--- config.mk ---
export PLATFORM = sky130hd
export DESIGN_NAME = bus_interface_prefetch_unit
export DESIGN_NICKNAME = d
export VERILOG_FILES = /design/src/shared/bpu_pkg.sv /design/src/shared/pfq_if.sv /design/src/design/bus_interface_prefetch_unit.sv /design/src/design/prefetch_queue.sv /design/src/design/skid_buf2.sv
export SDC_FILE = /design/constraint.sdc
export NUM_CORES = 1
export LEC_CHECK = 0
export ABC_AREA = 1
export BUFFER_PORTS_ARGS = -buffer_cell sky130_fd_sc_hd__buf_2
export CORE_ASPECT_RATIO = 1.1
export CORE_MARGIN = 2
export CORE_UTILIZATION = 55
export CTS_BUF_LIST = sky130_fd_sc_hd__clkbuf_4 sky130_fd_sc_hd__clkbuf_8
export DETAILED_ROUTE_END_ITERATION = 12
export PLACE_DENSITY = 0.79
export RECOVER_POWER = 100
export SYNTH_ARGS = -nofsm -noshare
export SYNTH_HDL_FRONTEND = slang
export SYNTH_SLANG_ARGS = --single-unit
--- constraint.sdc ---
create_clock -name clk_sys_i -period 8.6 [get_ports clk_sys_i]
set_input_delay 0.43 -clock clk_sys_i [delete_from_list [all_inputs] [get_ports clk_sys_i]]
set_output_delay 0.43 -clock clk_sys_i [all_outputs]
set_load 0.005 [all_outputs]
--- src/shared/bpu_pkg.sv ---
// constants, states and address arithmetic of the bus interface unit
// assumes: compiled before every design file that names bpu_pkg
package bpu_pkg;

	// ==========================================================
	// sizes
	localparam int ADDR_W = 20;
	localparam int WIDE_QDEPTH = 6;
	localparam int NARROW_QDEPTH = 4;
	localparam logic [3:0] WIDE_MIN_FREE = 4'h2;
	localparam logic [3:0] NARROW_MIN_FREE = 4'h1;
	localparam logic [15:0] WIDE_STEP = 16'h0002;
	localparam logic [15:0] NARROW_STEP = 16'h0001;

	// ==========================================================
	// strap settling: sync depth before the mode is caught
	localparam logic [1:0] STRAP_SETTLE = 2'h2;

	// ==========================================================
	// maximum mode cycle status codes
	localparam logic [2:0] STS_PASSIVE = 3'h7;
	localparam logic [2:0] STS_FETCH = 3'h4;
	localparam logic [2:0] STS_MEM_RD = 3'h5;
	localparam logic [2:0] STS_MEM_WR = 3'h6;
	localparam logic [2:0] STS_IO_RD = 3'h1;
	localparam logic [2:0] STS_IO_WR = 3'h2;

	// ==========================================================
	// bus cycle states
	typedef enum logic [5:0] {
		ST_IDLE = 6'h01,
		ST_T1 = 6'h02,
		ST_T2 = 6'h04,
		ST_T3 = 6'h08,
		ST_TW = 6'h10,
		ST_T4 = 6'h20
	} bus_state_e;

	// segment times sixteen plus offset, wrapping at one megabyte
	function automatic logic [ADDR_W-1:0] phys_addr(
		input logic [15:0] seg,
		input logic [15:0] off
	);
		phys_addr = {seg, 4'h0} + {4'h0, off};
	endfunction

endpackage

--- src/shared/pfq_if.sv ---
// signals between the bus engine and its instruction byte queue
// assumes: the bus engine fills, the queue module stores
`timescale 1ns/1ns
`default_nettype none
interface pfq_if;
	logic push;
	logic push_two;
	logic [15:0] push_data;
	logic pop;
	logic flush;
	logic [3:0] free;
	logic head_valid;
	logic [7:0] head_byte;
	modport fill (output push, push_two, push_data, pop, flush,
		input free, head_valid, head_byte);
	modport store (input push, push_two, push_data, pop, flush,
		output free, head_valid, head_byte);
endinterface
`default_nettype wire

--- src/design/bus_interface_prefetch_unit.sv ---
// bus interface unit: address adder, bus cycles, prefetch queue
// assumes: execution unit logic on clk_sys_i; bus pins asynchronous
//
// What this block does
// [RQ1] drive 20-bit physical address every memory access
// [RQ2] wide 16-bit data bus, narrow 8-bit
// [RQ3] minimum mode: unit drives all bus controls
// [RQ4] maximum mode: external controller, pins give status
// [RQ5] queue holds six bytes wide, four narrow
// [RQ6] dedicated adder forms address from segment, offset
// [RQ7] execution unit stalls on an empty queue
// [RQ8] memory and port accesses become bus requests
// [RQ9] wide: prefetch needs two free, no request
// [RQ10] narrow: prefetch when one byte is free
// [RQ11] prefetch loads two bytes wide at an even pointer, otherwise one
// [RQ12] running prefetch finishes before a request
// [RQ13] execution unit supplies addresses and data
// [RQ14] only this unit runs external bus cycles
// [RQ15] bus cycle at least four states, address first
// [RQ16] idle states when no cycle is needed
// [RQ17] bus data held steady during wait states
// [RQ18] jump empties queue, refill from target
// [RQ19] reset empties queue and drops pending request
`timescale 1ns/1ns
`default_nettype none
module bus_interface_prefetch_unit #(
	parameter bit WIDE = 1'b1,
	parameter logic [15:0] RESET_SEG = 16'h0000,
	parameter logic [15:0] RESET_OFF = 16'h0000
) (
	// clock and reset
	input wire logic clk_sys_i,
	input wire logic rst_i,
	// strap and wait pins
	input wire logic bus_mode_strap_i,
	input wire logic ready_i,
	// multiplexed address and data bus
	input wire logic [15:0] ad_i,
	output logic [15:0] ad_o,
	output logic ad_oe_o,
	output logic ad_hi_oe_o,
	output logic [3:0] addr_hi_o,
	output logic bhe_n_o,
	// bus control pins
	output logic ale_o,
	output logic rd_n_o,
	output logic wr_n_o,
	output logic mem_io_o,
	output logic dt_r_o,
	output logic den_n_o,
	output logic ctl_oe_o,
	output logic [2:0] status_o,
	// instruction bytes to the execution unit
	output logic fetch_valid_o,
	output logic [7:0] fetch_byte_o,
	input wire logic fetch_ready_i,
	// program jump
	input wire logic jump_i,
	input wire logic [15:0] jump_seg_i,
	input wire logic [15:0] jump_off_i,
	// data bus requests from the execution unit
	input wire logic req_valid_i,
	output logic req_ready_o,
	input wire logic req_write_i,
	input wire logic req_io_i,
	input wire logic req_word_i,
	input wire logic [15:0] req_seg_i,
	input wire logic [15:0] req_off_i,
	input wire logic [15:0] req_wdata_i,
	// answers to the execution unit
	output logic rsp_valid_o,
	output logic [15:0] rsp_data_o,
	input wire logic rsp_ready_i
);
	import bpu_pkg::*;

	// ==========================================================
	// variant sizing
	// [RQ5] queue depth per variant
	localparam int QD = WIDE ? WIDE_QDEPTH : NARROW_QDEPTH;
	localparam logic [3:0] MIN_FREE = WIDE ? WIDE_MIN_FREE : NARROW_MIN_FREE;

	pfq_if qf ();

	// ==========================================================
	// pin synchronisers: strap, ready and data sampled together
	logic [17:0] s1_q;
	logic [17:0] s2_q;
	wire strap_s = s2_q[17];
	wire ready_s = s2_q[16];
	wire [15:0] ad_s = s2_q[15:0];

	logic [1:0] settle_q;
	logic strap_done_q;
	logic max_mode_q;

	// ==========================================================
	// bus engine state
	bus_state_e st_q;
	bus_state_e st_d;
	logic cy_fetch_q, cy_write_q, cy_io_q, cy_two_q, drop_q;
	logic cy_fetch_d, cy_write_d, cy_io_d, cy_two_d;
	logic [19:0] cy_addr_q;
	logic [19:0] cy_addr_d;
	logic [15:0] cy_wd_q;
	logic [15:0] cy_wd_d;
	logic [15:0] rdat_q;

	// pending execution unit request
	logic pend_q, p_write_q, p_io_q, p_word_q;
	logic [19:0] p_addr_q;
	logic [15:0] p_wd_q;

	// fetch pointer
	logic [15:0] fcs_q;
	logic [15:0] fip_q;

	logic rsp_in_ready;

	// ==========================================================
	// arbitration
	wire take_req = req_valid_i && req_ready_o;
	wire idle = st_q == ST_IDLE && strap_done_q;
	// [RQ8] data accesses wait for a free answer slot
	wire go_eu = idle && pend_q && rsp_in_ready;
	// [RQ9] [RQ10] prefetch gated by free bytes and request
	wire go_pf = idle && !pend_q && qf.free >= MIN_FREE && !jump_i;
	wire start = go_eu || go_pf;
	wire last_t = (st_q == ST_T3 || st_q == ST_TW) && ready_s;
	wire at_t4 = st_q == ST_T4;

	// [RQ11] two bytes per prefetch wide, unless pointer is odd
	wire fetch_two = WIDE && !fip_q[0];
	// [RQ6] fetch address from code segment and pointer
	wire [19:0] fetch_addr = bpu_pkg::phys_addr(fcs_q, fip_q);
	wire pf_land = at_t4 && cy_fetch_q && !drop_q && !jump_i;
	wire eu_land = at_t4 && !cy_fetch_q;
	wire hi_lane = WIDE && cy_addr_q[0];

	assign cy_fetch_d = go_eu ? 1'b0 : go_pf ? 1'b1 : cy_fetch_q;
	assign cy_write_d = go_eu ? p_write_q : go_pf ? 1'b0 : cy_write_q;
	assign cy_io_d = go_eu ? p_io_q : go_pf ? 1'b0 : cy_io_q;
	assign cy_two_d = go_eu ? p_word_q && WIDE : go_pf ? fetch_two
		: cy_two_q;
	assign cy_addr_d = go_eu ? p_addr_q : go_pf ? fetch_addr : cy_addr_q;
	assign cy_wd_d = go_eu ? p_wd_q : cy_wd_q;

	// ==========================================================
	// bus cycle sequence
	always_comb begin
		st_d = st_q;
		unique case (st_q)
			// [RQ16] stay idle while nothing needs the bus
			ST_IDLE: begin
				if (start) begin
					st_d = ST_T1;
				end
			end
			// [RQ15] four states at least, address in the first
			ST_T1: st_d = ST_T2;
			ST_T2: st_d = ST_T3;
			// [RQ17] wait states until the device is ready
			ST_T3, ST_TW: st_d = ready_s ? ST_T4 : ST_TW;
			ST_T4: st_d = ST_IDLE;
			default: st_d = ST_IDLE;
		endcase
	end

	// ==========================================================
	// pin values for the coming state; registered below
	wire in_t1 = st_d == ST_T1;
	wire in_mid = st_d == ST_T2 || st_d == ST_T3 || st_d == ST_TW;
	wire busy_d = st_d != ST_IDLE;
	wire [15:0] ad_dat_d = cy_write_d ? cy_wd_d : 16'h0000;
	// [RQ2] narrow bus keeps upper address byte for the whole cycle
	wire [15:0] ad_d = in_t1 ? cy_addr_d[15:0]
		: WIDE ? ad_dat_d : {cy_addr_d[15:8], ad_dat_d[7:0]};
	wire adl_oe_d = in_t1 || (busy_d && cy_write_d);
	wire adh_oe_d = WIDE ? adl_oe_d : busy_d;
	wire bhe_n_d = !(busy_d && WIDE && (cy_two_d || cy_addr_d[0]));
	// [RQ3] [RQ4] minimum mode drives the controls itself
	wire min_m = strap_done_q && !max_mode_q;
	wire [2:0] code_d = cy_fetch_d ? STS_FETCH
		: cy_io_d ? (cy_write_d ? STS_IO_WR : STS_IO_RD)
		: (cy_write_d ? STS_MEM_WR : STS_MEM_RD);
	wire [2:0] sts_d = max_mode_q && (in_t1 || in_mid) ? code_d
		: STS_PASSIVE;

	// ==========================================================
	// answer data aligned to bit 0
	wire [15:0] rsp_word = cy_write_q ? 16'h0000
		: hi_lane ? {8'h00, rdat_q[15:8]}
		: cy_two_q ? rdat_q : {8'h00, rdat_q[7:0]};
	wire [15:0] pf_data = hi_lane ? {8'h00, rdat_q[15:8]} : rdat_q;

	// [RQ7] bytes reach the execution unit only from the queue
	assign qf.pop = fetch_ready_i && fetch_valid_o;
	assign qf.push = pf_land;
	assign qf.push_two = cy_two_q;
	assign qf.push_data = pf_data;
	// [RQ18] a jump discards queued bytes
	assign qf.flush = jump_i;
	assign fetch_valid_o = qf.head_valid;
	assign fetch_byte_o = qf.head_byte;

	prefetch_queue #(
		.QD(QD)
	) u_queue (
		.clk_sys_i(clk_sys_i),
		.rst_i(rst_i),
		.q(qf.store)
	);

	// [RQ14] data reaches the execution unit only through this unit
	skid_buf2 #(
		.W(16)
	) u_rsp (
		.clk_sys_i(clk_sys_i),
		.rst_i(rst_i),
		.in_valid_i(eu_land),
		.in_ready_o(rsp_in_ready),
		.in_data_i(rsp_word),
		.out_valid_o(rsp_valid_o),
		.out_ready_i(rsp_ready_i),
		.out_data_o(rsp_data_o)
	);

	// ==========================================================
	// synchronisers and strap capture
	always_ff @(posedge clk_sys_i or posedge rst_i) begin
		if (rst_i) begin
			s1_q <= 18'h00000;
			s2_q <= 18'h00000;
		end else begin
			s1_q <= {bus_mode_strap_i, ready_i, ad_i};
			s2_q <= s1_q;
		end
	end

	// the strap is caught once, after the sync chain holds pin values
	always_ff @(posedge clk_sys_i or posedge rst_i) begin
		if (rst_i) begin
			settle_q <= 2'h0;
			strap_done_q <= 1'b0;
			max_mode_q <= 1'b0;
		end else if (!strap_done_q) begin
			settle_q <= settle_q + 2'h1;
			if (settle_q == STRAP_SETTLE) begin
				strap_done_q <= 1'b1;
				max_mode_q <= !strap_s;
			end
		end
	end

	// ==========================================================
	// engine registers
	always_ff @(posedge clk_sys_i or posedge rst_i) begin
		if (rst_i) begin
			st_q <= ST_IDLE;
			cy_fetch_q <= 1'b0;
			cy_write_q <= 1'b0;
			cy_io_q <= 1'b0;
			cy_two_q <= 1'b0;
			cy_addr_q <= 20'h00000;
			cy_wd_q <= 16'h0000;
			rdat_q <= 16'h0000;
		end else begin
			st_q <= st_d;
			cy_fetch_q <= cy_fetch_d;
			cy_write_q <= cy_write_d;
			cy_io_q <= cy_io_d;
			cy_two_q <= cy_two_d;
			cy_addr_q <= cy_addr_d;
			cy_wd_q <= cy_wd_d;
			if (last_t) begin
				rdat_q <= ad_s;
			end
		end
	end

	// [RQ18] fetched bytes of a cycle overtaken by a jump are dropped
	always_ff @(posedge clk_sys_i or posedge rst_i) begin
		if (rst_i) begin
			drop_q <= 1'b0;
		end else if (start) begin
			drop_q <= 1'b0;
		end else if (jump_i && st_q != ST_IDLE) begin
			drop_q <= 1'b1;
		end
	end

	// [RQ18] refill restarts at the jump target
	always_ff @(posedge clk_sys_i or posedge rst_i) begin
		if (rst_i) begin
			fcs_q <= RESET_SEG;
			fip_q <= RESET_OFF;
		end else if (jump_i) begin
			fcs_q <= jump_seg_i;
			fip_q <= jump_off_i;
		end else if (pf_land) begin
			fip_q <= fip_q + (cy_two_q ? WIDE_STEP : NARROW_STEP);
		end
	end

	// ==========================================================
	// request latch
	// [RQ13] address and data supplied by the execution unit
	// [RQ19] reset drops any pending request
	always_ff @(posedge clk_sys_i or posedge rst_i) begin
		if (rst_i) begin
			pend_q <= 1'b0;
			req_ready_o <= 1'b0;
			p_write_q <= 1'b0;
			p_io_q <= 1'b0;
			p_word_q <= 1'b0;
			p_addr_q <= 20'h00000;
			p_wd_q <= 16'h0000;
		end else begin
			pend_q <= take_req || (pend_q && !go_eu);
			req_ready_o <= !(take_req || (pend_q && !go_eu));
			if (take_req) begin
				p_write_q <= req_write_i;
				p_io_q <= req_io_i;
				p_word_q <= req_word_i;
				p_addr_q <= req_io_i ? {4'h0, req_off_i}
					: bpu_pkg::phys_addr(req_seg_i, req_off_i);
				p_wd_q <= WIDE && req_off_i[0]
					? {req_wdata_i[7:0], 8'h00} : req_wdata_i;
			end
		end
	end

	// ==========================================================
	// registered pins
	always_ff @(posedge clk_sys_i or posedge rst_i) begin
		if (rst_i) begin
			ad_o <= 16'h0000;
			ad_oe_o <= 1'b0;
			ad_hi_oe_o <= 1'b0;
			addr_hi_o <= 4'h0;
			bhe_n_o <= 1'b1;
			ale_o <= 1'b0;
			rd_n_o <= 1'b1;
			wr_n_o <= 1'b1;
			mem_io_o <= 1'b0;
			dt_r_o <= 1'b0;
			den_n_o <= 1'b1;
			ctl_oe_o <= 1'b0;
			status_o <= STS_PASSIVE;
		end else begin
			ad_o <= ad_d;
			ad_oe_o <= adl_oe_d;
			ad_hi_oe_o <= adh_oe_d;
			addr_hi_o <= busy_d ? cy_addr_d[19:16] : 4'h0;
			bhe_n_o <= bhe_n_d;
			ale_o <= in_t1 && min_m;
			rd_n_o <= !(in_mid && !cy_write_d);
			wr_n_o <= !(in_mid && cy_write_d && min_m);
			mem_io_o <= busy_d && !cy_io_d && min_m;
			dt_r_o <= busy_d && cy_write_d && min_m;
			den_n_o <= !(in_mid && min_m);
			ctl_oe_o <= min_m;
			status_o <= sts_d;
		end
	end
endmodule // bus_interface_prefetch_unit
`default_nettype wire

--- src/design/prefetch_queue.sv ---
// instruction byte queue: shift register, head always in entry 0
// assumes: the filler never pushes more bytes than free reports
`timescale 1ns/1ns
`default_nettype none
module prefetch_queue #(
	parameter int QD = bpu_pkg::WIDE_QDEPTH
) (
	// clock and reset
	input wire logic clk_sys_i,
	input wire logic rst_i,
	// queue port
	pfq_if.store q
);
	if (QD < 2 || QD > 15) begin : g_chk
		$error("prefetch_queue: depth out of range");
	end

	logic [7:0] mem_q [QD];
	logic [7:0] mem_d [QD];
	logic [3:0] cnt_q;
	logic [3:0] cnt_d;
	logic [3:0] base;
	logic hv_q;

	assign q.free = 4'(QD) - cnt_q;
	assign q.head_valid = hv_q;
	assign q.head_byte = mem_q[0];

	always_comb begin
		mem_d = mem_q;
		base = cnt_q;
		if (q.pop && cnt_q != 4'h0) begin
			for (int i = 0; i < QD - 1; i++) begin
				mem_d[i] = mem_q[i + 1];
			end
			base = cnt_q - 4'h1;
		end
		if (q.push) begin
			for (int i = 0; i < QD; i++) begin
				if (4'(i) == base) begin
					mem_d[i] = q.push_data[7:0];
				end
				if (q.push_two && 4'(i) == base + 4'h1) begin
					mem_d[i] = q.push_data[15:8];
				end
			end
		end
		cnt_d = base + {3'h0, q.push} + {3'h0, q.push && q.push_two};
		// a flush drops everything, including a same-cycle push
		if (q.flush) begin
			cnt_d = 4'h0;
		end
	end

	always_ff @(posedge clk_sys_i or posedge rst_i) begin
		if (rst_i) begin
			for (int i = 0; i < QD; i++) begin
				mem_q[i] <= 8'h00;
			end
			cnt_q <= 4'h0;
			hv_q <= 1'b0;
		end else begin
			mem_q <= mem_d;
			cnt_q <= cnt_d;
			hv_q <= cnt_d != 4'h0;
		end
	end
endmodule // prefetch_queue
`default_nettype wire

--- src/design/skid_buf2.sv ---
// two-entry buffer, valid and ready on both sides, outputs from flops
// assumes: one clock; the receiver may stall for any time
`timescale 1ns/1ns
`default_nettype none
module skid_buf2 #(
	parameter int W = 16
) (
	// clock and reset
	input wire logic clk_sys_i,
	input wire logic rst_i,
	// filling side
	input wire logic in_valid_i,
	output logic in_ready_o,
	input wire logic [W-1:0] in_data_i,
	// draining side
	output logic out_valid_o,
	input wire logic out_ready_i,
	output logic [W-1:0] out_data_o
);
	if (W < 1) begin : g_chk
		$error("skid_buf2: width must be positive");
	end

	logic [W-1:0] e1_q;
	logic [1:0] n_q;
	logic [1:0] n_d;
	wire take = in_valid_i && in_ready_o;
	wire give = out_valid_o && out_ready_i;

	assign n_d = n_q + {1'b0, take} - {1'b0, give};

	always_ff @(posedge clk_sys_i or posedge rst_i) begin
		if (rst_i) begin
			out_data_o <= '0;
			e1_q <= '0;
			n_q <= 2'h0;
			in_ready_o <= 1'b1;
			out_valid_o <= 1'b0;
		end else begin
			n_q <= n_d;
			in_ready_o <= n_d != 2'h2;
			out_valid_o <= n_d != 2'h0;
			if (give && n_q == 2'h2) begin
				out_data_o <= e1_q;
				if (take) begin
					e1_q <= in_data_i;
				end
			end else if (take && (give || n_q == 2'h0)) begin
				out_data_o <= in_data_i;
			end else if (take) begin
				e1_q <= in_data_i;
			end
		end
	end
endmodule // skid_buf2
`default_nettype wire

==> After elaboration in Yosys (flattened, before gate mapping) <==
Index checks and enable logic that the tools add are counted.
{ "word_totals": {"elab_cells": 219, "regBits": 297, "input_bits": 107, "output_inout_bits": 60} }
{ "op_classes": {"addsub": 11, "n_mux": 56, "n_reduce_logical": 76, "order_cmp": 1, "n_eq_ne": 26, "n_bitwise": 1} }
{ "ops": {"columns": ["cell", "count"], "rows": [
  ["$mux 16", 15],
  ["$mux 8", 12],
  ["$mux 20", 3],
  ["$mux 48", 1],
  ["$add 20x16->20", 2],
  ["$mux 40", 1],
  ["$logic_and 1x1->1", 39],
  ["$pmux 6 s4", 1],
  ["$add 16x2->16", 1],
  ["$eq 2x4->1 const A", 4],
  ["$eq 3x4->1 const A", 4],
  ["$logic_not 1->1", 15],
  ["$eq 6x2->1 const B", 2],
  ["$eq 6x3->1 const B", 2],
  ["$eq 6x4->1 const B", 2],
  ["$eq 6x5->1 const B", 2],
  ["$mux 1", 12],
  ["$mux 4", 3],
  ["$mux 6", 2],
  ["$ne 6x1->1 const B", 2],
  ["$reduce_bool 2->1", 5],
  ["$logic_or 1x1->1", 9],
  ["$mux 3", 3],
  ["$add 4x1->4", 2],
  ["other kinds (20)", 27]
]} }

==> Depth between registers and ports, before layout <==
Gate-level depths: netlist of the first run.
{ "depth": {"depth_word": 14, "depth_mapped": 15, "mapped_depth_nobuf": 14} }

==> Hierarchy <==
From an unflattened synthesis of the first run, not the netlist that was laid out.
{ "hier_totals": {"cells_unflattened": 1983, "hier_area_um2": 15461.1} }
{ "modules_own_cells": {"columns": ["mod", "instances", "area_each_um2", "seq_area_each_um2", "cells_per_inst"], "rows": [
  ["bus_interface_prefetch_unit", 1, 9989.6, 5215.0, 1206],
  ["prefetch_queue", 1, 3814.9, 1326.3, 594],
  ["skid_buf2", 1, 1656.6, 902.1, 183]
]} }

==> Worst setup path before layout of the first run <==
No wires, ideal clock.
{ "synth_timing": {"path_type": "reg2reg", "start": "register st_q[1]", "end": "register u_queue.hv_q (netlist: u_queue.q.head_valid)", "path_buffers": 2, "setup_ns": 0.124, "path_stages_with_launch": 16, "required_time_ns": 8.476, "arrival_ns": 2.539, "setup_slack_ns": 5.937, "period_less_slack_ns": 2.663, "cell_sequence": "dfrtp_1 -> nor2_1 -> nand4_1 -> nor2_4 -> nand2_4 -> inv_2 -> buf_4 -> buf_2 -> nand2_1 -> fa_1 -> inv_1 -> ha_1 -> inv_1 -> nor2_1 -> nor3_1 -> nand2_1"} }
{ "synth_via": {"elab_chain_cells": 8, "word_cells_on_any_way": 9, "cone_classes": "add/sub: 2; eq/ne: 1; mux: 1; reduce/logical: 5"} }
{ "synth_rtl": {"columns": ["item", "line", "rtl"], "rows": [
  ["start, declared", "bus_interface_prefetch_unit.sv:99", "bus_state_e st_q;"],
  ["start signal, assigned", "bus_interface_prefetch_unit.sv:268", "st_q <= st_d;"],
  ["$eq 6x6->1 (*)", "bus_interface_prefetch_unit.sv:130", "wire at_t4 = st_q == ST_T4;"],
  ["$logic_and 1x1->1 (*) (3 in series)", "bus_interface_prefetch_unit.sv:136", "wire pf_land = at_t4 && cy_fetch_q && !drop_q && !jump_i;"],
  ["$add 4x1->4 or $logic_and 1x1->1 (tied branches)", "prefetch_queue.sv:48", "cnt_d = base + {3'h0, q.push} + {3'h0, q.push && q.push_two};"],
  ["$add 4x1->4 (*)", "prefetch_queue.sv:48", null],
  ["$mux 4 (*)", "prefetch_queue.sv:50", "if (q.flush) begin"],
  ["named net u_queue.cnt_d[1]", "prefetch_queue.sv:21", "logic [3:0] cnt_d;"],
  ["$reduce_bool 4->1 (*)", "prefetch_queue.sv:65", "hv_q <= cnt_d != 4'h0;"],
  ["end signal, assigned", "prefetch_queue.sv:61", "hv_q <= 1'b0;"],
  ["end signal, assigned", "prefetch_queue.sv:65", null],
  ["end, declared", "prefetch_queue.sv:23", "logic hv_q;"]
]} }
The timed path passes the listed nets; every way through them passes the cells marked *.
A chain may end at the register's enable or synchronous reset.

==> Final worst setup path of the first run <==
{ "layout_timing": {"start": "input jump_i", "end": "register u_queue.hv_q (netlist: u_queue.q.head_valid)"} }
{ "layout_via": {"elab_chain_cells": 6, "word_cells_on_any_way": 7, "cone_classes": "add/sub: 2; mux: 1; reduce/logical: 4"} }
{ "layout_rtl": {"columns": ["item", "line", "rtl"], "rows": [
  ["start, declared", "bus_interface_prefetch_unit.sv:58", "input wire logic jump_i,"],
  ["$logic_not 1->1", "bus_interface_prefetch_unit.sv:136", null],
  ["$logic_and 1x1->1", "bus_interface_prefetch_unit.sv:136", null],
  ["$add 4x1->4 or $logic_and 1x1->1 (tied branches)", "prefetch_queue.sv:48", null],
  ["$add 4x1->4", "prefetch_queue.sv:48", null],
  ["$mux 4 (*)", "prefetch_queue.sv:50", null],
  ["named net u_queue.cnt_d[1]", "prefetch_queue.sv:21", null],
  ["$reduce_bool 4->1 (*)", "prefetch_queue.sv:65", null]
]} }
Marked as above.

==> flow_summary_export.csv, run 1 <==
group,metric,value,unit
worst_setup_path,setup.worst_path.start_class,"input pin",
place,hpwl,27900,µm
grt,global_route.usage.total,27.9,%
floorplanning,core,0.0270,mm²
sta,final_hold_vios,0,
finish,post_route_cells_drive_above_1_share,12.9,%
clock_network,cts_inserted_buffers,47,
clock_network,clock_tree.htree_level_count,2,
finish,finalInstanceArea,0.0172,mm²
grt,via_count_of_the_first_global_routing_pass,12900,
grt,grt_antenna_before_repair,1,
synth,ys.warnings.count,0,
power,power.leakage,9.07,nW
synth,cell_taking_the_most_area_after_synthesis,"sky130_fd_sc_hd__dfrtp_1",
power,ir_drop,0.173,mV
synth,synth.lib_cells_used.distinct,50,
sta,setup_tns,0,ns
floorplanning,boundaryPins,167,
synth,synth-edff-count,0,
clock_network,clock_latency,0.59,ns
synth,synth_nets,2066,
sta,finalSetupViolCount,0,
status,failed_checks,"max-capacitance violations, max-slew violations",
worst_setup_path,cp.required,9.06,ns
synth,synth.yosys.seq_area_share,49.2,%
sta,rsz0062_at_grt,"false",
grt,grt_start_max_net_pins,169,
hold_path,holdCritPathClass,"in2reg",
finish,layout_commonest_cell,"sky130_fd_sc_hd__nand2_1",
finish,areaGrowthSynthToFinish,13.8,%
routing,drtPass1Iterations,7,
routing,detail_route.wl_per_cell,16.0,µm
floorplanning,die_x,162,µm
worst_setup_path,crit_path_from,"jump_i",
hold_path,worst_hold_path_startpoint,"jump_seg_i[3]",
clock_network,cts_max_path_buffers,3,
synth,ys_seq_elements,297,
synth,syn_area,0.0151,mm²
finish,most-common-layout-cells,"sky130_fd_sc_hd__nand2_1, sky130_fd_sc_hd__dfrtp_1, sky130_fd_sc_hd__inv_1, sky130_fd_sc_hd__nand3_1, sky130_fd_sc_hd__buf_2",
place,gpl.final_weighted_congestion,0.905,
worst_setup_path,crit_fanout,41,
synth,post_synth.cell_area_avg,7.87,µm²
worst_setup_path,worst_r2r_startpoint,"st_q[0]$_DFF_PP1_",
floorplanning,start_util,56.0,%
status,run_status,"finished, violations left",
routing,drtIter0Drc,1166,
routing,route.detailed.vias_per_inst,5.41,
sta,maxSlewHeadroom,-183,%
finish,antennaDiodeCount,0,
synth,synth.top_cells.by_area,"sky130_fd_sc_hd__dfrtp_1, sky130_fd_sc_hd__nand2_1, sky130_fd_sc_hd__nand3_1, sky130_fd_sc_hd__inv_1, sky130_fd_sc_hd__o21ai_0",
place,placed_cell_area,0.0161,mm²
sta,report.final.slew_viol_count,205,
sta,period_share,62.3,%
worst_setup_path,cp.arrival,5.82,ns
hold_path,hold-path-cell-count,3,
clock_network,clock-root-buffer,"sky130_fd_sc_hd__clkbuf_8",
floorplanning,std_cell_rows,63,
sta,max_freq,187,MHz
worst_setup_path,criticalPathCategory,"in2reg",
floorplanning,die_area,0.0289,mm²
clock_network,post_cts.repair.setup_buffers,0,
finish,nFillCells,2359,
grt,overflow,0,
floorplanning,die_height,178,µm
job,timing.max_cap.violations,4,
routing,drc,0,
synth,synth_cells,1923,
grt,grt_pass1_wl,64600,µm
routing,vias,13400,
routing,detail-route-antenna-nets,0,
synth,synth_top_cell_area_share,47.6,%
sta,worst_clock_skew,0.0283,ns
clock_network,tritoncts_clock_tree,"yes",
finish,finish.net_count,2233,
place,portBuffers,166,
sta,tightest_slew,4.24,ns
synth,asyncSetResetFlopFracSynth,100,%
routing,drt-total-wl,39600,µm
power,power.density_cell_area,270,mW/mm²
sta,finalWorstPathRequiredPeriod,5.36,ns
synth,dominantRegCellSynth,"sky130_fd_sc_hd__dfrtp_1",
worst_setup_path,crit_path_end_kind,"register",
worst_setup_path,rr_worst_depth,10,
clock_network,clock_sink_count,297,
clock_network,path_clk_slew,0.06,ns
## state kept, by name, indices dropped and copies added, names as in the netlist, 4 cells and up
register and cells:
p_wd_q 16, s1_q 18, fcs_q 16, u_queue.mem_q 40, cy_wd_q 16, u_queue.cnt_q 4
addr_hi_o 4, ad_o 16, s2_q 18, st_q 6, u_queue.q.head_byte 8, p_addr_q 20
fip_q 16, u_rsp.out_data_o 16, cy_addr_q 20, rdat_q 16, u_rsp.e1_q 16
## synth_stat cells (3+ instances only)
cell type                  count
sky130_fd_sc_hd__dfstp_2       9
sky130_fd_sc_hd__o21ai_0     119
sky130_fd_sc_hd__mux2_2        8
sky130_fd_sc_hd__nor3_1       12
sky130_fd_sc_hd__inv_2        10
sky130_fd_sc_hd__ha_1         32
sky130_fd_sc_hd__nand3b_1      4
sky130_fd_sc_hd__nand2_4       9
sky130_fd_sc_hd__xor2_1        8
sky130_fd_sc_hd__o211ai_1     31
sky130_fd_sc_hd__nor2_2        4
sky130_fd_sc_hd__a31oi_1       4
sky130_fd_sc_hd__xnor2_1       8
sky130_fd_sc_hd__o21a_1        9
sky130_fd_sc_hd__o21ai_1       8
sky130_fd_sc_hd__inv_1       175
sky130_fd_sc_hd__nand3_1     147
sky130_fd_sc_hd__dfrtp_1     288
sky130_fd_sc_hd__o22ai_1      15
sky130_fd_sc_hd__nor2_1      113
sky130_fd_sc_hd__nand2_2      11
sky130_fd_sc_hd__buf_4        11
sky130_fd_sc_hd__a21oi_1      41
sky130_fd_sc_hd__fa_1          4
sky130_fd_sc_hd__nand2_1     715
sky130_fd_sc_hd__buf_2        18
sky130_fd_sc_hd__a22oi_1       7
sky130_fd_sc_hd__clkbuf_1     40
sky130_fd_sc_hd__or2_2         6
sky130_fd_sc_hd__nor2_4        8
sky130_fd_sc_hd__buf_6         3
sky130_fd_sc_hd__nand4_1      19
sky130_fd_sc_hd__mux2i_1       4
## power breakdown
group / total, mW / switching [mW] / internal (mW) / leakage, nW
Sequential: 1.91 / 0.176 / 1.73 / 3.75
Combinational: 1.46 / 1.01 / 0.449 / 4.77
Clock: 1.29 / 0.567 / 0.720 / 0.546
## through the flow
step                      util [%]  setup WS [ns]  hold slack [ns]  power (mW)  cells
after floorplan                  -           4.23            0.331        2.91   1923
after global placement        59.6           4.66            0.333        3.34   2380
after detailed placement      59.6           4.43            0.335        3.38   2380
after CTS                     64.1           4.74           0.0392        4.69   2482
after global routing          63.7           2.65           0.0561        4.96   2482
final                         63.7           3.24           0.0614        4.66   2482
## cell type report
| class | count | area, µm² | share of cell area [%] |
|---|---|---|---|
| tap | 357 | 447 | 2.59 |
| clock inverter | 10 | 101 | 0.588 |
| sequential | 297 | 7440 | 43.2 |
| clock buffer | 74 | 925 | 5.37 |
| inverter | 186 | 702 | 4.07 |
| timing repair buffer | 192 | 1020 | 5.91 |
| multi-input combinational | 1366 | 6590 | 38.3 |
## worst paths after layout
kind                                                    to  slack [ns]
hold reg to reg                         s2_q[17]$_DFF_PP0_        0.35
min in group asynchronous  u_rsp.out_data_o[2]$_DFFE_PP0P_        1.53
hold / removal                        fcs_q[3]$_DFFE_PP0P_        0.06
setup reg to reg                      ad_hi_oe_o$_DFF_PP0_        3.32
setup / recovery            u_queue.q.head_valid$_DFF_PP0_        3.24
max in group asynchronous                s1_q[9]$_DFF_PP0_        4.67
## what timing repair did
action / CTS / global route
hold buffers: 18 / 0
hold endpoints to repair: 18 / 0
resized for setup: 0 / 0
## routing by layer
metal | global-route usage (%) | routed length [µm] | share of wire, %
met5 | 0 | 13 | 0.033
met3 | 4.23 | 2580 | 6.5
met2 | 46.6 | 19000 | 48
met1 | 37.7 | 16800 | 43
met4 | 9.03 | 1200 | 3.0
## cell families after synthesis
| logic type | share of synthesized area [%] |
|---|---|
| muxes | 0.860 |
| xor gates and xnor gates | 0.926 |
| adders and majority gates | 3.18 |
| and+or+nand+nor | 29.4 |
| buffers and inverters | 7.02 |
| DFF | 49.2 |
| AOI/OAI and AO/OA | 9.42 |
## critical path, cell delays in order
cell                       delay (ns)
sky130_fd_sc_hd__clkbuf_1        1.11
sky130_fd_sc_hd__inv_1           0.91
sky130_fd_sc_hd__nand2_1         1.09
sky130_fd_sc_hd__inv_1           0.93
sky130_fd_sc_hd__nand2_1         0.32
sky130_fd_sc_hd__fa_1            0.21
sky130_fd_sc_hd__inv_1           0.06
sky130_fd_sc_hd__ha_1            0.26
sky130_fd_sc_hd__inv_1           0.06
sky130_fd_sc_hd__nor2_1          0.06
sky130_fd_sc_hd__nor3_1          0.27
sky130_fd_sc_hd__nand2_1         0.07
Note: power is estimated with default switching activity, not from simulation.
==> run 2, diff against run 1 <==
--- a/config.mk
+++ b/config.mk
@@ -9,10 +9,10 @@
 export BUFFER_PORTS_ARGS = -buffer_cell sky130_fd_sc_hd__buf_2
 export CORE_ASPECT_RATIO = 1.1
 export CORE_MARGIN = 2
-export CORE_UTILIZATION = 55
+export CORE_UTILIZATION = 61
 export CTS_BUF_LIST = sky130_fd_sc_hd__clkbuf_4 sky130_fd_sc_hd__clkbuf_8
 export DETAILED_ROUTE_END_ITERATION = 12
-export PLACE_DENSITY = 0.79
+export PLACE_DENSITY = 0.83
 export RECOVER_POWER = 100
 export SYNTH_ARGS = -nofsm -noshare
 export SYNTH_HDL_FRONTEND = slang
==> constraint.sdc (replaced) <==
create_clock -name clk_sys_i -period 5.3 [get_ports clk_sys_i]
set_input_delay 0.265 -clock clk_sys_i [delete_from_list [all_inputs] [get_ports clk_sys_i]]
set_output_delay 0.265 -clock clk_sys_i [all_outputs]
set_load 0.005 [all_outputs]
==> run 2 against run 1 <==
The run still ends with max-capacitance violations, max-slew violations left. Critical path type unchanged. Via count up 4.3%. Worst hold slack worse by 0.049 ns. First-iteration DRC count rose by 19%. Sequential cell count did not move.
==> flow_summary_export.csv, run 2 (synthesis gave the netlist of run 1 again) <==
group,metric,value,unit
finish,multi_input_comb_area,0.00659,mm²
finish,most-common-layout-cells,"sky130_fd_sc_hd__nand2_1, sky130_fd_sc_hd__dfrtp_1, sky130_fd_sc_hd__inv_1, sky130_fd_sc_hd__nand3_1, sky130_fd_sc_hd__o21ai_0",
worst_setup_path,crit_path_end_kind,"register",
sta,finalWorstPathRequiredPeriod,4.32,ns
sta,tightest_slew,2.61,ns
worst_setup_path,crit_path_from,"jump_i",
sta,maxSlewHeadroom,-74.2,%
power,power.density_cell_area,436,mW/mm²
routing,drtPass1Iterations,5,
grt,grt_antenna_before_repair,2,
clock_network,cts_max_path_buffers,3,
finish,final_design_utilization,72.9,%
floorplanning,std_cell_rows,60,
finish,largest_register_ffs,40,
clock_network,clock-root-buffer,"sky130_fd_sc_hd__clkbuf_8",
worst_setup_path,worst_r2r_endpoint,"u_queue.mem_q[10]$_DFF_PP0_",
sta,max_freq,231,MHz
clock_network,cts_resizes,0,
grt,global_route.usage.total,33.6,%
sta,report.final.slew_viol_count,360,
routing,detail_route.wl_per_cell,17.4,µm
grt,overflow,0,
finish,post_route_cells_drive_above_1_share,12.3,%
clock_network,path_clk_slew,0.06,ns
clock_network,tritoncts_clock_tree,"yes",
status,failed_checks,"max-capacitance violations, max-slew violations",
worst_setup_path,setup.worst_path.start_class,"input pin",
power,ir_drop,0.356,mV
finish,areaGrowthSynthToFinish,17.6,%
routing,drtIter0Drc,1388,
worst_setup_path,cp.arrival,4.79,ns
grt,via_count_of_the_first_global_routing_pass,13700,
worst_setup_path,rr_worst_depth,12,
worst_setup_path,worst_setup_path_endpoint,"u_queue.q.head_valid$_DFF_PP0_",
routing,vias,14000,
routing,route.detailed.vias_per_inst,5.60,
floorplanning,die_height,169,µm
worst_setup_path,cp.required,5.76,ns
floorplanning,die_x,154,µm
clock_network,cts_inserted_buffers,47,
sta,setup_tns,0,ns
place,portBuffers,166,
finish,reg.largest.list,"u_queue.mem_q x40, cy_addr_q x20, p_addr_q x20",
grt,grt_pass1_wl,69500,µm
clock_network,clock_tree.htree_level_count,2,
sta,final_hold_vios,0,
worst_setup_path,crit_fanout,38,
finish,final_cells,2500,
job,timing.max_cap.violations,5,
clock_network,clock_sink_count,297,
finish,regMostFlops,"u_queue.mem_q",
sta,finalSetupViolCount,0,
place,hpwl,28100,µm
finish,layout_commonest_cell,"sky130_fd_sc_hd__nand2_1",
floorplanning,die_area,0.0261,mm²
clock_network,clock_latency,0.60,ns
place,gpl.final_weighted_congestion,0.933,
grt,grt_start_max_net_pins,195,
finish,nFillCells,1890,
worst_setup_path,r2r_setup_slack,1.02,ns
finish,finish.net_count,2295,
worst_setup_path,worst_r2r_startpoint,"u_queue.cnt_q[0]$_DFF_PP0_",
sta,worst_clock_skew,0.0298,ns
floorplanning,core,0.0244,mm²
routing,detail-route-antenna-nets,0,
sta,rsz0062_at_grt,"false",
worst_setup_path,criticalPathCategory,"in2reg",
status,run_status,"finished, violations left",
routing,drt-total-wl,43500,µm
floorplanning,start_util,62.0,%
place,numPlacedInstances,2333,
power,power.leakage,9.32,nW
floorplanning,boundaryPins,167,
sta,period_share,81.6,%
finish,regArea,0.00744,mm²
routing,drc,0,
hold_path,holdCritPathClass,"in2reg",
power,total_power,7.76,mW
==> run 2: cell count changes in the layout (fill, tap and decap cells not counted), sizes merged <==
cell,previous run,this run
dlygate4sd3,18,80
clkbuf,114,126
buf,134,124
diode,0,3
clkinv,6,4
==> run 2: area by class of cell <==
cell class | instances | share of cell area, %
well taps | 310 | 2.18
inverters | 186 | 3.93
flip-flops and latches | 297 | 41.8
clock inverters | 8 | 0.513
multi-input cells | 1366 | 37.0
repair buffers | 254 | 9.10
diodes | 3 | 0.0422
clock buffers | 76 | 5.39
==> run 2: per-layer routing <==
metal  share of wire, %  vias to the layer above  GRT usage [%]
li1                   -                     6627              -
met1                 39                     6481           40.9
met2                 49                      698           57.1
met3                6.6                      183           5.29
met4                6.0                        0           19.8
met5                  0                        -              0
==> run 2: worst min-delay path by stage <==
| stage | depth (start not counted) | endpoint | startpoint |
|---|---|---|---|
| 2_1_floorplan | 0 | s1_q[0]$_DFF_PP0_ | ad_i[0] |
| 3_3_place_gp | 0 | s2_q[5]$_DFF_PP0_ | s1_q[5]$_DFF_PP0_ |
| 3_5_place_dp | 0 | s2_q[15]$_DFF_PP0_ | s1_q[15]$_DFF_PP0_ |
| 4_1_cts | 3 | fip_q[15]$_DFFE_PP0P_ | jump_off_i[15] |
| 5_1_grt | 3 | fip_q[2]$_DFFE_PP0P_ | jump_off_i[2] |
| 6_report | 3 | fip_q[2]$_DFFE_PP0P_ | jump_off_i[2] |
==> run 2: per-stage QoR <==
stage	hold slack, ns	cell area, µm²	setup slack (ns)
after floorplan	0.296	15100	1.10
after global placement	0.335	16100	1.75
after detailed placement	0.335	16100	1.56
after CTS	0.00247	17900	1.58
after global routing	0.0308	17800	0.613
final	0.0124	17800	0.975
==> run 2: power breakdown <==
| group | total (mW) | internal (mW) | switching, mW |
|---|---|---|---|
| sequential | 3.12 | 2.81 | 0.306 |
| combinational | 2.48 | 0.752 | 1.73 |
| clock | 2.16 | 1.20 | 0.954 |
| total | 7.76 | 4.77 | 2.99 |
==> run 2: critical path: stages <==
cell and delay, ns:
sky130_fd_sc_hd__clkbuf_1 1.13, sky130_fd_sc_hd__inv_1 0.95, sky130_fd_sc_hd__nand2_1 1.14, sky130_fd_sc_hd__inv_1 0.15
sky130_fd_sc_hd__nand2_1 0.13, sky130_fd_sc_hd__fa_1 0.17, sky130_fd_sc_hd__inv_1 0.06, sky130_fd_sc_hd__ha_1 0.28
sky130_fd_sc_hd__inv_1 0.06, sky130_fd_sc_hd__nor2_1 0.06, sky130_fd_sc_hd__nor3_1 0.31, sky130_fd_sc_hd__nand2_1 0.08
==> run 2: timing repair <==
item | CTS | global route
endpoints found under the hold margin | 113 | 0
buffers inserted | 0 | 0
hold buffers | 80 | 0
==> run 3, diff against run 2 <==
--- a/config.mk
+++ b/config.mk
@@ -5,14 +5,14 @@
 export SDC_FILE = /design/constraint.sdc
 export NUM_CORES = 1
 export LEC_CHECK = 0
-export ABC_AREA = 1
+export ABC_AREA = 0
 export BUFFER_PORTS_ARGS = -buffer_cell sky130_fd_sc_hd__buf_2
 export CORE_ASPECT_RATIO = 1.1
 export CORE_MARGIN = 2
-export CORE_UTILIZATION = 61
+export CORE_UTILIZATION = 55
 export CTS_BUF_LIST = sky130_fd_sc_hd__clkbuf_4 sky130_fd_sc_hd__clkbuf_8
 export DETAILED_ROUTE_END_ITERATION = 12
-export PLACE_DENSITY = 0.83
+export PLACE_DENSITY = 0.79
 export RECOVER_POWER = 100
 export SYNTH_ARGS = -nofsm -noshare
 export SYNTH_HDL_FRONTEND = slang
==> constraint.sdc (replaced) <==
create_clock -name clk_sys_i -period 3.6 [get_ports clk_sys_i]
set_input_delay 0.18 -clock clk_sys_i [delete_from_list [all_inputs] [get_ports clk_sys_i]]
set_output_delay 0.18 -clock clk_sys_i [all_outputs]
set_load 0.005 [all_outputs]
==> run 3 against run 2 <==
The flow still finishes with violations (max-capacitance violations, max-slew violations). Wire length decreased by 14%. Core utilization decreased by 5.4 points. Combinational power increased by 23%. Sequential cell count decreased by 13. Via count decreased by 19%. Worst hold slack improved by 0.0011 ns. Synthesized cell count decreased by 31%. Register-to-register slack got worse by 0.77 ns. Critical endpoint is now fip_q[10]$_DFFE_PP0P_. Largest cell class unchanged.
==> flow_summary_export.csv, run 3 <==
group,metric,value,unit
synth,ys.warnings.count,0,
floorplanning,boundaryPins,167,
floorplanning,std_cell_rows,60,
finish,multi_input_comb_area,0.00621,mm²
synth,asyncSetResetFlopFracSynth,100,%
sta,final_hold_vios,0,
finish,regArea,0.00712,mm²
clock_network,path_clk_slew,0.07,ns
synth,synth.lib_cells_used.distinct,84,
floorplanning,die_area,0.0265,mm²
synth,ys_seq_elements,284,
clock_network,cts_resizes,0,
synth,post_synth.cell_area_avg,10.4,µm²
floorplanning,die_x,155,µm
sta,report.final.slew_viol_count,164,
finish,post_route_cells_drive_above_1_share,17.7,%
place,hpwl,25500,µm
hold_path,holdCritPathClass,"in2reg",
place,numPlacedInstances,1756,
routing,detail-route-antenna-nets,0,
routing,detail_route.wl_per_cell,19.4,µm
finish,areaGrowthSynthToFinish,19.9,%
synth,cell_taking_the_most_area_after_synthesis,"sky130_fd_sc_hd__dfrtp_1",
sta,worst_clock_skew,0.0423,ns
worst_setup_path,timing.critical_path.slowest_stage_cell,"sky130_fd_sc_hd__nor3b_1",
grt,grt_start_max_net_pins,83,
place,portBuffers,166,
finish,final_cells,1926,
floorplanning,start_util,56.3,%
worst_setup_path,critical-path-max-stage-delay,0.89,ns
finish,largest_register_ffs,40,
grt,overflow,0,
sta,period_share,93.1,%
synth,synth.top_cells.by_area,"sky130_fd_sc_hd__dfrtp_1, sky130_fd_sc_hd__nand2_1, sky130_fd_sc_hd__mux2i_1, sky130_fd_sc_hd__o21ai_0, sky130_fd_sc_hd__mux2_2",
finish,finalInstanceArea,0.0166,mm²
power,ir_drop,0.313,mV
worst_setup_path,crit_path_end_kind,"register",
power,total_power,10.5,mW
clock_network,clock_latency,0.57,ns
synth,synthMostInstantiatedCell,"sky130_fd_sc_hd__dfrtp_1",
finish,reg.largest.list,"u_queue.mem_q x40, p_addr_q x20",
status,failed_checks,"max-capacitance violations, max-slew violations",
floorplanning,core,0.0246,mm²
sta,rsz0062_at_grt,"false",
worst_setup_path,cp.arrival,3.72,ns
sta,maxSlewHeadroom,-16.0,%
clock_network,clock-root-buffer,"sky130_fd_sc_hd__clkbuf_8",
routing,drtPass1Iterations,6,
synth,dominantRegCellSynth,"sky130_fd_sc_hd__dfrtp_1",
sta,finalWorstPathRequiredPeriod,3.35,ns
routing,drt-total-wl,37400,µm
routing,vias,11400,
clock_network,clock_tree.htree_level_count,2,
routing,route.detailed.vias_per_inst,5.91,
worst_setup_path,crit_family,"simple AND/OR/NAND/NOR gates",
status,run_status,"finished, violations left",
job,timing.max_cap.violations,3,
synth,synth_nets,1479,
grt,via_count_of_the_first_global_routing_pass,11700,
synth,synth_cells,1336,
synth,syn_area,0.0139,mm²
power,power.density_cell_area,632,mW/mm²
grt,grt_pass1_wl,59900,µm
finish,nFillCells,1846,
clock_network,cts_inserted_buffers,45,
routing,drc,0,
sta,finalSetupViolCount,0,
synth,synth.top_cells.by_count,"sky130_fd_sc_hd__dfrtp_1, sky130_fd_sc_hd__nand2_1, sky130_fd_sc_hd__o21ai_0",
synth,synth-edff-count,0,
sta,max_freq,298,MHz
finish,finish.net_count,1724,
worst_setup_path,criticalPathCategory,"reg2reg",
routing,drtIter0Drc,924,
finish,layout_commonest_cell,"sky130_fd_sc_hd__dfrtp_1",
sta,tightest_slew,1.73,ns
clock_network,post_cts.repair.setup_buffers,0,
worst_setup_path,setup.worst_path.start_class,"register",
grt,grt_antenna_before_repair,0,
finish,most-common-layout-cells,"sky130_fd_sc_hd__dfrtp_1, sky130_fd_sc_hd__nand2_1, sky130_fd_sc_hd__buf_2, sky130_fd_sc_hd__dlygate4sd3_1, sky130_fd_sc_hd__o21ai_0",
worst_setup_path,critical_path.n_buffers_inverters,1,
floorplanning,die_height,171,µm
clock_network,clock_sink_count,284,
place,placed_cell_area,0.0149,mm²
worst_setup_path,cp.required,3.96,ns
sta,setup_tns,0,ns
synth,synth_top_cell_area_share,49.6,%
worst_setup_path,crit_chain,"or4_1, clkbuf_1, or2_0, nor3b_1, nand3_1, xor2_1, o21ai_0",
synth,synth.yosys.seq_area_share,51.3,%
clock_network,tritoncts_clock_tree,"yes",
finish,regMostFlops,"u_queue.mem_q",
place,gpl.final_weighted_congestion,0.948,
clock_network,cts_max_path_buffers,3,
grt,global_route.usage.total,28.6,%
power,power.leakage,7.74,nW
worst_setup_path,crit_fanout,8,
[run 3: cell types whose count changed in the layout (fill, tap and decap cells not counted), moves of 20 or more]
| cell | change |
|---|---|
| sky130_fd_sc_hd__and2_1 | +20 |
| sky130_fd_sc_hd__inv_1 | -151 |
| sky130_fd_sc_hd__mux2_2 | +24 |
| sky130_fd_sc_hd__mux2i_1 | +60 |
| sky130_fd_sc_hd__nand2_1 | -487 |
| sky130_fd_sc_hd__nand2b_1 | +25 |
| sky130_fd_sc_hd__nand3_1 | -121 |
| sky130_fd_sc_hd__nor2_1 | -65 |
| sky130_fd_sc_hd__o211ai_1 | -23 |
| sky130_fd_sc_hd__o21ai_0 | -36 |
[run 3: repair_timing]
item,4_1_cts,5_1_grt
hold endpoints to repair,123,0
hold buffers,88,0
endpoints found under the setup margin,0,0
[run 3: layout make-up]
| class | count | area share, % |
|---|---|---|
| well taps | 310 | 2.33 |
| multi-input cells | 941 | 37.4 |
| clock buffers | 73 | 5.48 |
| clock inverters | 8 | 0.482 |
| diodes | 1 | 0.0151 |
| flip-flops and latches | 284 | 42.8 |
| repair buffers | 276 | 10.8 |
| inverters | 33 | 0.753 |
[run 3: path summary, 6_finish.rpt]
kind | startpoint | end | slack, ns | cells after the start
min in group asynchronous | rst_i | p_wd_q[9]$_DFFE_PP0P_ | 0.58 | 3
max reg2reg | st_q[1]$_DFF_PP0_ | fip_q[10]$_DFFE_PP0P_ | 0.25 | 7
min | req_wdata_i[15] | p_wd_q[15]$_DFFE_PP0P_ | 0.01 | 3
max | st_q[1]$_DFF_PP0_ | fip_q[10]$_DFFE_PP0P_ | 0.25 | 7
max in group asynchronous | rst_i | fcs_q[10]$_DFFE_PP0P_ | 0.72 | 4
min reg2reg | s1_q[4]$_DFF_PP0_ | s2_q[4]$_DFF_PP0_ | 0.34 | 0
[run 3: worst min-delay path: stages]
cell                      delay [ns]
sky130_fd_sc_hd__buf_2          0.08
sky130_fd_sc_hd__mux2i_1        0.10
sky130_fd_sc_hd__o21ai_0        0.17
[run 3: kinds of logic (layout without fill, tap and decap cells)]
kind of cell | after synthesis | count (layout) | synth area share (%)
and+or+nand+nor | 462 | 462 | 16.6
AOI/OAI and AO/OA | 307 | 307 | 15.1
DFF | 284 | 284 | 51.3
buffers and inverters | 111 | 390 | 3.52
muxes | 100 | 100 | 7.55
adders and majority gates | 36 | 36 | 3.47
xor gates and xnor gates | 36 | 36 | 2.41
other | 0 | 1 | 0
[run 3: where the power goes]
part / switching, mW / leakage [nW] / internal, mW / total (mW)
sequential: 0.572 / 3.59 / 3.92 / 4.50
combinational: 1.94 / 3.62 / 1.12 / 3.05
clock: 1.28 / 0.531 / 1.68 / 2.96
total: 3.79 / 7.74 / 6.72 / 10.5
[run 3: metal layers]
| metal | wire length [µm] | track usage, % |
|---|---|---|
| met3 | 2470 | 5.17 |
| met2 | 19000 | 50.8 |
| met5 | 0 | 0 |
| met1 | 14300 | 33.7 |
| met4 | 1650 | 13.4 |
[run 3: per-stage QoR]
step / util (%) / hold WS [ns] / setup slack [ns]
2_1_floorplan: - / 0.211 / -0.336
3_3_place_gp: 60.7 / 0.288 / 0.545
3_5_place_dp: 60.7 / 0.290 / 0.431
4_1_cts: 68.3 / 0.00287 / 0.354
5_1_grt: 67.5 / 0.0490 / 0.0179
6_report: 67.5 / 0.0135 / 0.247
